--- src/core/tioc_pkg.sv ---
/*
 * Constants, register map and field decoders for the timer I/O control block.
 * Assumes a 32-bit AXI4-Lite register bus and counters supplied by the timer unit.
 */
// Function
// - Bits 3 to 0 of each channel's I/O control register choose whether general register A compares or captures.
// - For channel 0 the low nibble of the second I/O control register chooses the function of register C.
// - A compare setting with bits 3 and 2 clear and an active action starts the pin low.
// - A compare setting with bit 3 clear, bit 2 set and an active action starts the pin high.
// - Action code 01 drives the pin low at every compare match.
// - Action code 10 drives the pin high at every compare match.
// - Action code 11 inverts the pin at every compare match.
// - A pin capture setting with bits 1:0 at 00 captures the counter on a rising pin edge.
// - A pin capture setting with bits 1:0 at 01 captures the counter on a falling pin edge.
// - A pin capture setting with bit 1 set captures the counter on both pin edges.
// - For channel 0, bits 3 and 2 set capture whenever channel 1's counter counts.
// - With the buffer bit of channel 0 set, register C neither captures nor drives its pin.
package tioc_pkg;
    localparam int ADDR_W = 8;
    localparam int NUM_UNITS = 4;
    localparam int U0A = 0;
    localparam int U0C = 1;
    localparam int U1A = 2;
    localparam int U2A = 3;

    localparam logic [7:0] OFS_CH0_CTRL_HIGH = 8'h00;
    localparam logic [7:0] OFS_CH0_CTRL_LOW = 8'h04;
    localparam logic [7:0] OFS_CH1_CTRL = 8'h08;
    localparam logic [7:0] OFS_CH2_CTRL = 8'h0c;
    localparam logic [7:0] OFS_MODE = 8'h10;
    localparam logic [7:0] OFS_STATUS = 8'h14;
    localparam logic [7:0] OFS_GR0A = 8'h20;
    localparam logic [7:0] OFS_GR0C = 8'h24;
    localparam logic [7:0] OFS_GR1A = 8'h28;
    localparam logic [7:0] OFS_GR2A = 8'h2c;

    localparam logic [7:0] CTRL_RESET = 8'h00;
    localparam logic [7:0] MODE_RESET = 8'h00;
    localparam int MODE_BUF_A_BIT = 0;

    localparam int BIT_CAPTURE = 3;
    localparam int BIT_LEVEL = 2;
    localparam int BIT_BOTH = 1;
    localparam int BIT_FALL = 0;
    localparam logic [1:0] ACT_NONE = 2'h0;
    localparam logic [1:0] ACT_LOW = 2'h1;
    localparam logic [1:0] ACT_HIGH = 2'h2;
    localparam logic [1:0] ACT_TOGGLE = 2'h3;

    localparam logic [1:0] RESP_OKAY = 2'h0;
    localparam logic [1:0] RESP_SLVERR = 2'h2;

    // True when a field makes its register drive the pin as a compare output.
    function automatic logic drives_pin(input logic [3:0] func);
        drives_pin = !func[BIT_CAPTURE] && (func[1:0] != ACT_NONE);
    endfunction

    // Maps a general register offset to its unit, or NUM_UNITS when it is none.
    function automatic int gr_unit(input logic [7:0] ofs);
        if (ofs == OFS_GR0A)
            gr_unit = U0A;
        else if (ofs == OFS_GR0C)
            gr_unit = U0C;
        else if (ofs == OFS_GR1A)
            gr_unit = U1A;
        else if (ofs == OFS_GR2A)
            gr_unit = U2A;
        else
            gr_unit = NUM_UNITS;
    endfunction
endpackage

--- src/core/tioc_unit.sv ---
/*
 * One general register with its compare output and capture input logic.
 * Assumes the counter and internal events come from logic on clk_sys; the pin is asynchronous.
 */
`timescale 1ns/1ps
module tioc_unit #(
    parameter int WIDTH = 16,
    parameter bit INT_SRC = 1'b1
) (
    input wire logic clk_sys,
    input wire logic reset,
    input wire logic [3:0] func,
    input wire logic active,
    input wire logic [WIDTH-1:0] counter,
    input wire logic int_event,
    input wire logic sw_wr,
    input wire logic [WIDTH-1:0] sw_data,
    input wire logic pin_in,
    output logic pin_out,
    output logic pin_oe_n,
    output logic [WIDTH-1:0] gr,
    output logic event_out,
    output logic pin_level
);
    initial
    begin
        if (WIDTH < 1 || WIDTH > 32)
            $error("tioc_unit: WIDTH must lie between 1 and 32.");
    end

    logic sync1, sync2, sync3;
    logic [4:0] cfg_prev;
    logic [WIDTH-1:0] count_prev;
    logic cfg_chg, oc_mode, cap_mode, int_sel, pin_src, rise, fall, match, cap_hit;

    always_ff @(posedge clk_sys)
    begin
        if (reset)
        begin
            sync1 <= 1'b0;
            sync2 <= 1'b0;
            sync3 <= 1'b0;
        end
        else
        begin
            sync1 <= pin_in;
            sync2 <= sync1;
            sync3 <= sync2;
        end
    end

    // A level change is accepted only once the last two stages agree, which filters a metastable sample.
    always_ff @(posedge clk_sys)
    begin
        if (reset)
            pin_level <= 1'b0;
        else if (sync2 == sync3)
            pin_level <= sync3;
    end

    assign rise = (sync2 == sync3) && sync3 && !pin_level;
    assign fall = (sync2 == sync3) && !sync3 && pin_level;

    assign cfg_chg = cfg_prev != {active, func};
    assign oc_mode = active && !func[tioc_pkg::BIT_CAPTURE];
    assign cap_mode = active && func[tioc_pkg::BIT_CAPTURE];
    assign int_sel = INT_SRC && func[tioc_pkg::BIT_LEVEL];
    assign pin_src = cap_mode && !int_sel;

    always_comb
    begin
        cap_hit = 1'b0;
        if (cap_mode && int_sel)
            cap_hit = int_event;
        else if (cap_mode && func[tioc_pkg::BIT_BOTH])
            cap_hit = rise || fall;
        else if (cap_mode && func[tioc_pkg::BIT_FALL])
            cap_hit = fall;
        else if (cap_mode)
            cap_hit = rise;
    end

    // A match counts on the cycle the counter arrives at the value, so a slow count clock matches once.
    assign match = oc_mode && (counter != count_prev) && (counter == gr);

    always_ff @(posedge clk_sys)
    begin
        if (reset)
        begin
            cfg_prev <= {1'b1, tioc_pkg::CTRL_RESET[3:0]};
            count_prev <= '0;
        end
        else
        begin
            cfg_prev <= {active, func};
            count_prev <= counter;
        end
    end

    // Capture wins over a software write in the same cycle so that no event is lost.
    always_ff @(posedge clk_sys)
    begin
        if (reset)
            gr <= '0;
        else if (cap_hit)
            gr <= counter;
        else if (sw_wr)
            gr <= sw_data;
    end

    always_ff @(posedge clk_sys)
    begin
        if (reset)
            pin_out <= 1'b0;
        else if (cfg_chg && oc_mode && func[1:0] != tioc_pkg::ACT_NONE)
            pin_out <= func[tioc_pkg::BIT_LEVEL];
        else if (match)
        begin
            case (func[1:0])
                tioc_pkg::ACT_LOW: pin_out <= 1'b0;
                tioc_pkg::ACT_HIGH: pin_out <= 1'b1;
                tioc_pkg::ACT_TOGGLE: pin_out <= !pin_out;
                default: pin_out <= pin_out;
            endcase
        end
    end

    always_ff @(posedge clk_sys)
    begin
        if (reset)
        begin
            pin_oe_n <= 1'b1;
            event_out <= 1'b0;
        end
        else
        begin
            pin_oe_n <= !(active && tioc_pkg::drives_pin(func));
            event_out <= match || cap_hit;
        end
    end

    property p_init_low;
        @(posedge clk_sys) disable iff (reset)
        cfg_chg && oc_mode && !func[2] && func[1:0] != 2'h0 |=> !pin_out;
    endproperty
    a_init_low: assert property (p_init_low) else $error("Initial compare level not low.");

    property p_init_high;
        @(posedge clk_sys) disable iff (reset)
        cfg_chg && oc_mode && func[2] && func[1:0] != 2'h0 |=> pin_out && !pin_oe_n;
    endproperty
    a_init_high: assert property (p_init_high) else $error("Initial compare level not high or pin undriven.");

    property p_match_low;
        @(posedge clk_sys) disable iff (reset)
        oc_mode && !cfg_chg && func[1:0] == 2'h1 && counter == gr && counter != $past(counter) |=> !pin_out;
    endproperty
    a_match_low: assert property (p_match_low) else $error("Pin not low after match.");

    property p_match_high;
        @(posedge clk_sys) disable iff (reset)
        oc_mode && !cfg_chg && func[1:0] == 2'h2 && counter == gr && counter != $past(counter) |=> pin_out;
    endproperty
    a_match_high: assert property (p_match_high) else $error("Pin not high after match.");

    property p_match_toggle;
        @(posedge clk_sys) disable iff (reset)
        oc_mode && !cfg_chg && func[1:0] == 2'h3 && counter == gr && counter != $past(counter)
            |=> pin_out != $past(pin_out) && event_out;
    endproperty
    a_match_toggle: assert property (p_match_toggle) else $error("Pin did not invert after match.");

    property p_cap_rise;
        @(posedge clk_sys) disable iff (reset)
        pin_src && func[1:0] == 2'h0 && $rose(pin_level) |-> gr == $past(counter);
    endproperty
    a_cap_rise: assert property (p_cap_rise) else $error("No capture at rising edge.");

    property p_cap_fall;
        @(posedge clk_sys) disable iff (reset)
        pin_src && func[1:0] == 2'h1 && $fell(pin_level) |-> gr == $past(counter);
    endproperty
    a_cap_fall: assert property (p_cap_fall) else $error("No capture at falling edge.");

    property p_cap_both;
        @(posedge clk_sys) disable iff (reset)
        pin_src && func[1] && pin_level != $past(pin_level) |-> gr == $past(counter) && event_out;
    endproperty
    a_cap_both: assert property (p_cap_both) else $error("No capture at pin edge in both-edge mode.");

    property p_cap_internal;
        @(posedge clk_sys) disable iff (reset)
        cap_mode && int_sel && int_event |=> gr == $past(counter) && event_out;
    endproperty
    a_cap_internal: assert property (p_cap_internal) else $error("No capture at internal event.");
endmodule

--- src/core/tioc_top.sv ---
/*
 * Timer I/O control block: AXI4-Lite register bank and four general register units.
 * Assumes the timer unit supplies the channel counters and channel 1's count event on clk_sys.
 */
`timescale 1ns/1ps
module tioc_top #(
    parameter int TIMER_W = 16
) (
    input wire logic clk_sys,
    input wire logic reset,
    input wire logic [tioc_pkg::ADDR_W-1:0] s_axi_awaddr,
    input wire logic [2:0] s_axi_awprot,
    input wire logic s_axi_awvalid,
    output logic s_axi_awready,
    input wire logic [31:0] s_axi_wdata,
    input wire logic [3:0] s_axi_wstrb,
    input wire logic s_axi_wvalid,
    output logic s_axi_wready,
    output logic [1:0] s_axi_bresp,
    output logic s_axi_bvalid,
    input wire logic s_axi_bready,
    input wire logic [tioc_pkg::ADDR_W-1:0] s_axi_araddr,
    input wire logic [2:0] s_axi_arprot,
    input wire logic s_axi_arvalid,
    output logic s_axi_arready,
    output logic [31:0] s_axi_rdata,
    output logic [1:0] s_axi_rresp,
    output logic s_axi_rvalid,
    input wire logic s_axi_rready,
    input wire logic [TIMER_W-1:0] chan0_counter,
    input wire logic [TIMER_W-1:0] chan1_counter,
    input wire logic [TIMER_W-1:0] chan2_counter,
    input wire logic chan1_count_tick,
    input wire logic chan0_pin_a_in,
    output logic chan0_pin_a_out,
    output logic chan0_pin_a_oe_n,
    input wire logic chan0_pin_c_in,
    output logic chan0_pin_c_out,
    output logic chan0_pin_c_oe_n,
    input wire logic chan1_pin_a_in,
    output logic chan1_pin_a_out,
    output logic chan1_pin_a_oe_n,
    input wire logic chan2_pin_a_in,
    output logic chan2_pin_a_out,
    output logic chan2_pin_a_oe_n
);
    localparam int N = tioc_pkg::NUM_UNITS;

    initial
    begin
        if (TIMER_W < 9 || TIMER_W > 16)
            $error("tioc_top: TIMER_W must lie between 9 and 16.");
    end

    logic [N-1:0][7:0] io_ctrl;
    logic [7:0] chan0_mode_reg;
    logic [N-1:0][3:0] func;
    logic [N-1:0] active, int_event, sw_wr, pin_in, pin_out, pin_oe_n, event_out, pin_level;
    logic [N-1:0][TIMER_W-1:0] counter, gr;
    logic [TIMER_W-1:0] gr_wdata;
    logic [tioc_pkg::ADDR_W-1:0] aw_addr;
    logic [31:0] w_data;
    logic [3:0] w_strb;
    logic aw_full, w_full, do_write;
    int wr_unit;

    // Each control field is the low nibble of its own register; channel 0 has a second one for register C.
    always_comb
    begin
        for (int i = 0; i < N; i++)
            func[i] = io_ctrl[i][3:0];
    end

    // Register C goes silent while it serves as the buffer of register A.
    assign active = {1'b1, 1'b1, !chan0_mode_reg[tioc_pkg::MODE_BUF_A_BIT], 1'b1};
    // Channel 0 counts channel 1's clock; channel 1 follows channel 0 register A; channel 2 has no source.
    assign int_event = {1'b0, event_out[tioc_pkg::U0A], chan1_count_tick, chan1_count_tick};
    assign counter = {chan2_counter, chan1_counter, chan0_counter, chan0_counter};
    assign pin_in = {chan2_pin_a_in, chan1_pin_a_in, chan0_pin_c_in, chan0_pin_a_in};

    assign chan0_pin_a_out = pin_out[tioc_pkg::U0A];
    assign chan0_pin_a_oe_n = pin_oe_n[tioc_pkg::U0A];
    assign chan0_pin_c_out = pin_out[tioc_pkg::U0C];
    assign chan0_pin_c_oe_n = pin_oe_n[tioc_pkg::U0C];
    assign chan1_pin_a_out = pin_out[tioc_pkg::U1A];
    assign chan1_pin_a_oe_n = pin_oe_n[tioc_pkg::U1A];
    assign chan2_pin_a_out = pin_out[tioc_pkg::U2A];
    assign chan2_pin_a_oe_n = pin_oe_n[tioc_pkg::U2A];

    genvar g;
    generate
        for (g = 0; g < N; g++)
        begin : g_unit
            tioc_unit #(
                .WIDTH(TIMER_W),
                .INT_SRC(g != tioc_pkg::U2A)
            ) u_unit (
                .clk_sys(clk_sys),
                .reset(reset),
                .func(func[g]),
                .active(active[g]),
                .counter(counter[g]),
                .int_event(int_event[g]),
                .sw_wr(sw_wr[g]),
                .sw_data(gr_wdata),
                .pin_in(pin_in[g]),
                .pin_out(pin_out[g]),
                .pin_oe_n(pin_oe_n[g]),
                .gr(gr[g]),
                .event_out(event_out[g]),
                .pin_level(pin_level[g])
            );
        end
    endgenerate

    // Address and data are held separately so the master may present them in either order.
    assign s_axi_awready = !aw_full && !s_axi_bvalid;
    assign s_axi_wready = !w_full && !s_axi_bvalid;
    assign do_write = aw_full && w_full && !s_axi_bvalid;
    assign wr_unit = tioc_pkg::gr_unit(aw_addr);

    always_ff @(posedge clk_sys)
    begin
        if (reset)
        begin
            aw_full <= 1'b0;
            aw_addr <= '0;
        end
        else if (s_axi_awvalid && s_axi_awready)
        begin
            aw_full <= 1'b1;
            aw_addr <= s_axi_awaddr;
        end
        else if (do_write)
            aw_full <= 1'b0;
    end

    always_ff @(posedge clk_sys)
    begin
        if (reset)
        begin
            w_full <= 1'b0;
            w_data <= '0;
            w_strb <= '0;
        end
        else if (s_axi_wvalid && s_axi_wready)
        begin
            w_full <= 1'b1;
            w_data <= s_axi_wdata;
            w_strb <= s_axi_wstrb;
        end
        else if (do_write)
            w_full <= 1'b0;
    end

    // Unwritten byte lanes keep the register's present value.
    always_comb
    begin
        gr_wdata = '0;
        for (int i = 0; i < N; i++)
        begin
            if (wr_unit == i)
                gr_wdata = gr[i];
        end
        if (w_strb[0])
            gr_wdata[7:0] = w_data[7:0];
        if (w_strb[1])
            gr_wdata[TIMER_W-1:8] = w_data[TIMER_W-1:8];
    end

    always_comb
    begin
        for (int i = 0; i < N; i++)
            sw_wr[i] = do_write && (wr_unit == i);
    end

    always_ff @(posedge clk_sys)
    begin
        if (reset)
        begin
            io_ctrl <= {N{tioc_pkg::CTRL_RESET}};
            chan0_mode_reg <= tioc_pkg::MODE_RESET;
        end
        else if (do_write && w_strb[0])
        begin
            if (aw_addr == tioc_pkg::OFS_CH0_CTRL_HIGH)
                io_ctrl[tioc_pkg::U0A] <= w_data[7:0];
            else if (aw_addr == tioc_pkg::OFS_CH0_CTRL_LOW)
                io_ctrl[tioc_pkg::U0C] <= w_data[7:0];
            else if (aw_addr == tioc_pkg::OFS_CH1_CTRL)
                io_ctrl[tioc_pkg::U1A] <= w_data[7:0];
            else if (aw_addr == tioc_pkg::OFS_CH2_CTRL)
                io_ctrl[tioc_pkg::U2A] <= w_data[7:0];
            else if (aw_addr == tioc_pkg::OFS_MODE)
                chan0_mode_reg <= w_data[7:0];
        end
    end

    always_ff @(posedge clk_sys)
    begin
        if (reset)
        begin
            s_axi_bvalid <= 1'b0;
            s_axi_bresp <= tioc_pkg::RESP_OKAY;
        end
        else if (do_write)
        begin
            s_axi_bvalid <= 1'b1;
            if (aw_addr == tioc_pkg::OFS_CH0_CTRL_HIGH || aw_addr == tioc_pkg::OFS_CH0_CTRL_LOW ||
                aw_addr == tioc_pkg::OFS_CH1_CTRL || aw_addr == tioc_pkg::OFS_CH2_CTRL ||
                aw_addr == tioc_pkg::OFS_MODE || aw_addr == tioc_pkg::OFS_STATUS || wr_unit != N)
                s_axi_bresp <= tioc_pkg::RESP_OKAY;
            else
                s_axi_bresp <= tioc_pkg::RESP_SLVERR;
        end
        else if (s_axi_bready)
            s_axi_bvalid <= 1'b0;
    end

    assign s_axi_arready = !s_axi_rvalid;

    always_ff @(posedge clk_sys)
    begin
        if (reset)
        begin
            s_axi_rvalid <= 1'b0;
            s_axi_rdata <= '0;
            s_axi_rresp <= tioc_pkg::RESP_OKAY;
        end
        else if (s_axi_arvalid && s_axi_arready)
        begin
            s_axi_rvalid <= 1'b1;
            s_axi_rresp <= tioc_pkg::RESP_OKAY;
            s_axi_rdata <= '0;
            if (s_axi_araddr == tioc_pkg::OFS_CH0_CTRL_HIGH)
                s_axi_rdata[7:0] <= io_ctrl[tioc_pkg::U0A];
            else if (s_axi_araddr == tioc_pkg::OFS_CH0_CTRL_LOW)
                s_axi_rdata[7:0] <= io_ctrl[tioc_pkg::U0C];
            else if (s_axi_araddr == tioc_pkg::OFS_CH1_CTRL)
                s_axi_rdata[7:0] <= io_ctrl[tioc_pkg::U1A];
            else if (s_axi_araddr == tioc_pkg::OFS_CH2_CTRL)
                s_axi_rdata[7:0] <= io_ctrl[tioc_pkg::U2A];
            else if (s_axi_araddr == tioc_pkg::OFS_MODE)
                s_axi_rdata[7:0] <= chan0_mode_reg;
            else if (s_axi_araddr == tioc_pkg::OFS_STATUS)
                s_axi_rdata[11:0] <= {~pin_oe_n, pin_out, pin_level};
            else if (tioc_pkg::gr_unit(s_axi_araddr) != N)
                s_axi_rdata[TIMER_W-1:0] <= gr[tioc_pkg::gr_unit(s_axi_araddr)];
            else
                s_axi_rresp <= tioc_pkg::RESP_SLVERR;
        end
        else if (s_axi_rready)
            s_axi_rvalid <= 1'b0;
    end

    property p_ctrl_field;
        @(posedge clk_sys) disable iff (reset)
        do_write && w_strb[0] && aw_addr == tioc_pkg::OFS_CH1_CTRL |=> func[2] == $past(w_data[3:0]);
    endproperty
    a_ctrl_field: assert property (p_ctrl_field) else $error("Channel 1 field not taken from bits 3 to 0.");

    property p_ctrl_c;
        @(posedge clk_sys) disable iff (reset)
        do_write && w_strb[0] && aw_addr == tioc_pkg::OFS_CH0_CTRL_LOW |=> func[1] == $past(w_data[3:0]);
    endproperty
    a_ctrl_c: assert property (p_ctrl_c) else $error("Register C field not taken from second register.");

    property p_buffer_silent;
        @(posedge clk_sys) disable iff (reset)
        chan0_mode_reg[tioc_pkg::MODE_BUF_A_BIT] [*2] |-> chan0_pin_c_oe_n && ($stable(gr[1]) || $past(sw_wr[1]));
    endproperty
    a_buffer_silent: assert property (p_buffer_silent) else $error("Buffered register C still active.");

    property p_follow_a;
        @(posedge clk_sys) disable iff (reset)
        event_out[0] && active[2] && func[2][3:2] == 2'h3 |=> gr[2] == $past(chan1_counter);
    endproperty
    a_follow_a: assert property (p_follow_a) else $error("Channel 1 missed channel 0 register A event.");

    property p_disabled_codes;
        @(posedge clk_sys) disable iff (reset)
        (func[3] == 4'h0 || func[3] == 4'h4) [*2] |-> chan2_pin_a_oe_n;
    endproperty
    a_disabled_codes: assert property (p_disabled_codes) else $error("Pin driven under a disabled code.");
endmodule

--- config.mk ---
export PLATFORM = sky130hd
export DESIGN_NAME = tioc_top
export DESIGN_NICKNAME = d
export VERILOG_FILES = /design/src/core/tioc_pkg.sv /design/src/core/tioc_unit.sv /design/src/core/tioc_top.sv
export SDC_FILE = /design/constraint.sdc
export NUM_CORES = 1
export LEC_CHECK = 0
export BUFFER_PORTS_ARGS = -buffer_cell sky130_fd_sc_hd__clkbuf_2
export CORE_UTILIZATION = 41
export CTS_BUF_LIST = sky130_fd_sc_hd__clkbuf_8
export CTS_CLUSTER_DIAMETER = 120
export DETAILED_ROUTE_END_ITERATION = 8
export PLACE_DENSITY = 0.7
export SYNTH_ARGS = -nofsm -noshare
export SYNTH_HDL_FRONTEND = slang
export SYNTH_SLANG_ARGS = --single-unit
--- constraint.sdc ---
create_clock -name clk_sys -period 6.4 [get_ports clk_sys]
set_input_delay 0.64 -clock clk_sys [delete_from_list [all_inputs] [get_ports clk_sys]]
set_output_delay 0.64 -clock clk_sys [all_outputs]
set_load 0.02 [all_outputs]
# After elaboration in Yosys (flattened, before gate mapping)

Index checks and enable logic that the tools add are counted.
W data, S select, Z words.

$lt $le $gt $ge: 1
Eq/ne operators: 50
Muxes and demuxes: 97
Bitwise operators: 5
Reduce and logical (&&, ||, !) cells: 130

Operators by type and width:

| kind                  | count |
|---|---|
| $mux W32              | 20 |
| $mux W16              | 15 |
| $mux W8               | 12 |
| $eq A16 B16 Y1        | 4 |
| $eq A32 B3 Y1 const B | 2 |
| $eq A8 B6 Y1 const B  | 8 |
| $ne A32 B4 Y1 const B | 2 |
| $logic_and A1 B1 Y1   | 62 |
| $ne A16 B16 Y1        | 3 |
| $bmux W16 S2          | 1 |
| $eq A32 B2 Y1 const B | 1 |
| $eq A8 B4 Y1 const B  | 4 |
| $eq A8 B5 Y1 const B  | 4 |
| $logic_not A32 Y1     | 1 |
| $lt A32 B4 Y1 const B | 1 |
| $reduce_bool A2 Y1    | 16 |
| $mux W1               | 30 |
| $logic_not A1 Y1      | 25 |
| $ne A5 B5 Y1          | 4 |
| $eq A2 B2 Y1 const B  | 8 |
| $eq A8 B3 Y1 const B  | 2 |
| $logic_not A8 Y1      | 2 |
| $mux W2               | 8 |
| $reduce_bool A4 Y1    | 4 |
| 14 further kinds      | 44 |

Bits in registers: 247
Bits of input ports: 118

# Depth between registers and ports, before layout

Depth in word-level cells: 33
Mapped depth: 9
Mapped depth without buffers: 8

# Cells and area by module

Synthesis repeated with hierarchy kept, for this count alone.

Cells, all modules: 1416
Area, all modules: 13213.9 µm²

By module, submodules not included:

| module                            | instances | cells each | area an instance (µm²) |
|---|---|---|---|
| tioc_unit at g_unit[0].u_unit ... | 3         | 203        | 1986.9 |
| tioc_top                          | 1         | 606        | 5280.1 |
| tioc_unit at g_unit[3].u_unit     | 1         | 201        | 1973.1 |

# Worst setup path after synthesis

OpenSTA, ideal clock, no wires.

Path kind: input-to-reg
Start: input s_axi_araddr[2] (netlist name)
End: register s_axi_rdata[12]
Setup time: 128 ps
Arrival: 2124 ps
Slack: 4149 ps
Stages on the path: 8
Path buffers: 3
Cell sequence: clkbuf_1 -> clkbuf_1 -> nand3_1 -> clkbuf_1 -> nand2_1 -> nand3_1 -> a32oi_1 -> nor2_1

Cells in the longest elaborated chain, start to end: 24
Elaborated cells on any way between the ends: 42
Classes of those cells: eq/ne: 10; mux: 31; reduce/logical: 1

RTL lines:

| element                                      | line            | text |
|---|---|---|
| start, declared                              | tioc_top.sv:22  | `input wire logic [tioc_pkg::ADDR_W-1:0] s_axi_araddr,` |
| $eq A8 B6 Y1                                 | tioc_pkg.sv:66  | `else if (ofs == OFS_GR2A)` |
| $mux W3                                      | tioc_pkg.sv:66  |  |
| $mux W32                                     | tioc_pkg.sv:64  | `else if (ofs == OFS_GR1A)` |
| $mux W32                                     | tioc_pkg.sv:62  | `else if (ofs == OFS_GR0C)` |
| $mux W32                                     | tioc_pkg.sv:60  | `if (ofs == OFS_GR0A)` |
| $mux W32                                     | tioc_top.sv:247 | `else if (tioc_pkg::gr_unit(s_axi_araddr) != N)` |
| $mux W32                                     | tioc_top.sv:245 | `else if (s_axi_araddr == tioc_pkg::OFS_STATUS)` |
| $mux W32                                     | tioc_top.sv:243 | `else if (s_axi_araddr == tioc_pkg::OFS_MODE)` |
| (+7 left out)                                | n/a             |  |
| $mux W16 (not written as such) (2 in series) | tioc_top.sv:248 | `s_axi_rdata[TIMER_W-1:0] <= gr[tioc_pkg::gr_unit(s_axi_araddr)];` |
| $mux W16                                     | tioc_top.sv:247 |  |
| $mux W4                                      | tioc_top.sv:245 |  |
| $mux W8                                      | tioc_top.sv:243 |  |
| $mux W8                                      | tioc_top.sv:241 | `else if (s_axi_araddr == tioc_pkg::OFS_CH2_CTRL)` |
| $mux W8                                      | tioc_top.sv:239 | `else if (s_axi_araddr == tioc_pkg::OFS_CH1_CTRL)` |
| $mux W8                                      | tioc_top.sv:237 | `else if (s_axi_araddr == tioc_pkg::OFS_CH0_CTRL_LOW)` |
| $mux W8 (*)                                  | tioc_top.sv:235 | `if (s_axi_araddr == tioc_pkg::OFS_CH0_CTRL_HIGH)` |
| end signal, assigned by index                | tioc_top.sv:248 |  |
| end, declared                                | tioc_top.sv:26  | `output logic [31:0] s_axi_rdata,` |

Every way passes the cells marked *; elsewhere a longest branch is shown, timed or not. The select of a mux whose other input is x is not followed.
A chain may end at the register's enable or synchronous reset.

# Final worst setup path

Start: register aw_addr[7] (netlist name)
End: register g_unit[3].u_unit.gr[5]

Cells in the longest elaborated chain, start to end: 13
Elaborated cells on any way between the ends: 21
Classes of those cells: eq/ne: 7; mux: 11; reduce/logical: 3

RTL lines:

| element                | line             | text |
|---|---|---|
| start, declared        | tioc_top.sv:61   | `logic [tioc_pkg::ADDR_W-1:0] aw_addr;` |
| start signal, assigned | tioc_top.sv:132  | `aw_addr <= s_axi_awaddr;` |
| $eq A8 B6 Y1           | tioc_pkg.sv:66   |  |
| $mux W3                | tioc_pkg.sv:66   |  |
| $mux W3                | tioc_pkg.sv:64   |  |
| $mux W3                | tioc_pkg.sv:62   |  |
| $mux W3 (*)            | tioc_pkg.sv:60   |  |
| $logic_not A32 Y1      | tioc_top.sv:162  | `if (wr_unit == i)` |
| $mux W16 (4 in series) | tioc_top.sv:162  |  |
| $mux W8                | tioc_top.sv:165  | `if (w_strb[0])` |
| $mux W16               | tioc_unit.sv:107 | `else if (sw_wr)` |
| $mux W16               | tioc_unit.sv:105 | `else if (cap_hit)` |
| end signal, assigned   | tioc_unit.sv:106 | `gr <= counter;` |
| end signal, assigned   | tioc_unit.sv:108 | `gr <= sw_data;` |
| end, declared          | tioc_unit.sv:21  | `output logic [WIDTH-1:0] gr,` |

Marked as above.

==> key figures <==
Synth
  • Post-synthesis register bit count: 242
  • Top_reg_cell synth: dfxtp_1
  • Post-synthesis area per instance: 8.244 um2
  • Post-synth ARST share: 0%
  • Yosys warning count: 0
  • Mapped Area: 12,170 um2
  • Post-synth cell types: 67
  • Post-synth EDFFs: 0
  • Register area share after synthesis: 39.81%
  • Mapped Cells: 1,476

Routing
  • Routed vias: 11,210
  • Number of DRC markers in iteration 0: 1,329
  • Routed length per instance: 19.38 um
  • Routed Antenna Nets: 0
  • Total Wirelength: 38.00 mm
  • Drt drc: 0
  • Via density per instance: 5.716
  • DR pass1 iterations: 6

Global routing
  • Vias in the first global route: 10,420
  • Initial antenna violation count: 0
  • First-pass GRT wire length: 58.71 mm
  • Largest net degree at the start of global routing: 90
  • Total track usage: 24.58%
  • Grt ovf: 0

Cells and area
  • Top Registers: g_unit.u_unit.gr x64, g_unit.u_unit.count_prev x48, g_unit.u_unit.cfg_prev x17
  • Largest Register: g_unit.u_unit.gr
  • Layout cells sized above 1: 16.30%
  • Nets: 1,675
  • Finished Cell Area: 13,730 um2
  • # fillers: 2,827
  • Max FFs per register: 64
  • # diodes: 0
  • Layout area overhead: 12.80%

Placement
  • RD Place Congestion: 0.9367
  • Placed inst area: 12,870 um2
  • Setup slack after placement: 3174 ps
  • HPWL after DPL: 26.63 mm
  • Port Buffers: 124

Clocking
  • CTS tree: built
  • Clk Latency, worst-skew pair: 560 ps
  • Clk buf depth: 3
  • Clock sink total: 242
  • Post-CTS sizing: 0
  • Cts hold-fix bufs: 0
  • Setup Fix Bufs, Post-CTS: 0
  • Root Driver: clkbuf_8
  • CTS Buf Count: 43
  • Clk slew on worst S/H paths: 60 ps
  • H-tree Lvls: 2

Timing
  • Setup WS post-layout: 3336 ps
  • Fin Setup TNS: 0 ps
  • Slew Limit Fails: 0
  • F_max: 0.3264 GHz
  • Period utilisation layout: 47.88%
  • Slew @ Worst Pin: 1014 ps
  • Unrepaired setup endpoints after global routing: no
  • Clock skew: 26.72 ps
  • Slew headroom: 32.40%
  • Clock period minus worst slack: 3064 ps
  • Final Hold Viols: 0
  • Setup violators final: 0

Floorplanning
  • Die area: 30,370 um2
  • Width of the die: 174.3 um
  • # rows: 62
  • Initial Util: 42.05%
  • Die Ht: 174.3 um
  • Core ar.: 28,940 um2
  • I/O pin count: 167

Power
  • Logic pwr share: 8.8%
  • P_int: 2.449 mW
  • LEAKAGE: 5.048 nW
  • Sw Ratio: 26.01%
  • Switch Pwr: 0.8610 mW
  • Sequential Power Share: 47.7%
  • Power, Total: 3.310 mW
  • Clock power frac: 43.4%
  • Power per cell area: 241.2 nW/um2
  • Worst ir drop on vdd: 0.0001493 V

Setup path
  • Critical Path AT: 3460 ps
  • CP Launch Type: flip-flop
  • Setup Crit Path Kind: flip-flop to flip-flop
  • Critical path required time: 6800 ps
  • Endpoint class of the critical path: flip-flop
  • Worst-path maximum fanout: 32

Run status
  • Outcome: finished, final reports clean

Worst hold path
  • HP Class: input pin to flip-flop

Job
  • Max Cap Viol: 0
cells by family (layout without fill, tap and decap cells):
family	count (synthesis)	in the layout	share of synthesized area (%)
and+or+nand+nor	589	589	23.06
AOI/OAI and AO/OA	320	320	17.04
xor gates and xnor gates	120	120	8.637
buffers and inverters	147	231	5.347
other	1	18	0.03082
muxes	49	49	5.244
DFF	242	242	39.81
adders and majority gates	8	8	0.8227
path summary, 6_finish.rpt:
kind                                           from                                  end  slack (ps)  depth (start not counted)
hold / removal                         s_axi_rready            s_axi_rvalid$_SDFFE_PP0P_         290                          2
setup / recovery            aw_addr[7]$_SDFFE_PP0P_  g_unit[3].u_unit.gr[5]$_SDFFE_PP0P_        3340                          6
setup reg to reg            aw_addr[7]$_SDFFE_PP0P_  g_unit[3].u_unit.gr[5]$_SDFFE_PP0P_        3340                          6
hold reg to reg   g_unit[3].u_unit.sync1$_SDFF_PP0_    g_unit[3].u_unit.sync2$_SDFF_PP0_         440                          1
through the flow:
step	hold slack, ps	utilization, %	instances
global placement	428.7	44.47	1888
floorplan	413.8	-	1493
CTS	261.4	47.44	1961
detailed placement	429.2	44.47	1888
global route	279.6	47.44	1961
finish	290.1	47.44	1961
synth_stat cells, drive strengths merged, types with 23 or more instances:
cell type	instances	area share (%)
nor2	65	2.1
xnor2	66	4.8
nand2	263	8.1
nand3	72	3.0
buf	35	1.9
dfxtp	242	40
o21ai	23	0.95
a21oi	147	6.0
xor2	54	3.9
nor2b	81	4.2
o211ai	66	4.5
clkbuf	90	2.8
worst max-delay path, stage by stage (launching register included):
cell and delay, ps:
dfxtp_1 330, or4b_4 600, or3_1 800, nor2_4 740
nand3_1 230, o211ai_1 140, a21oi_1 80
placed cells by master, fill, tap and decap left out, drive strengths merged, types with 3 or more instances in the layout:
cell type	instances
and2	6
mux4	10
xor2	54
clkinv	6
buf	13
xnor2	66
nor3	19
inv	33
nand2	263
a221oi	4
nor3b	5
a21oi	147
nor4	19
o31ai	3
or2	5
a32oi	5
and3	3
mux2	18
clkbuf	177
a211oi	7
a311oi	3
o22ai	11
nand3	72
dfxtp	242
ha	8
o21ai	23
nor2	65
nand2b	15
o221ai	10
o22a	12
conb	18
o211ai	66
nand4	19
or3	8
nor2b	81
mux2i	21
a31o	4
or4	4
a31oi	7
power groups by stage:
stage / sequential, mW / clock, mW / combinational (mW)
after floorplan: 1.60 / 0 / 0.199
after global placement: 1.61 / 0 / 0.286
after detailed placement: 1.61 / 0 / 0.289
after CTS: 1.58 / 1.46 / 0.291
after global routing: 1.58 / 1.53 / 0.318
final: 1.58 / 1.44 / 0.293
layout make-up:
| class | instances | area, um2 | share of cell area [%] |
|---|---|---|---|
| clock buffer | 54 | 743.2 | 5.415 |
| multi-input combinational | 1104 | 6744 | 49.13 |
| clock inverter | 19 | 113.9 | 0.8295 |
| timing repair buffer | 136 | 716.9 | 5.223 |
| inverter | 22 | 82.58 | 0.6016 |
| tap | 384 | 480.5 | 3.500 |
| sequential | 242 | 4845 | 35.30 |
per-layer routing:
layer / vias up / GRT usage [%] / part of all wire, %
li1: 5249 / - / -
met1: 5291 / 32.53 / 42
met2: 556 / 39.18 / 46
met3: 114 / 4.178 / 7.9
met4: 0 / 10.93 / 4.3
met5: - / 0 / 0
Power figures use the tool's default switching activity.
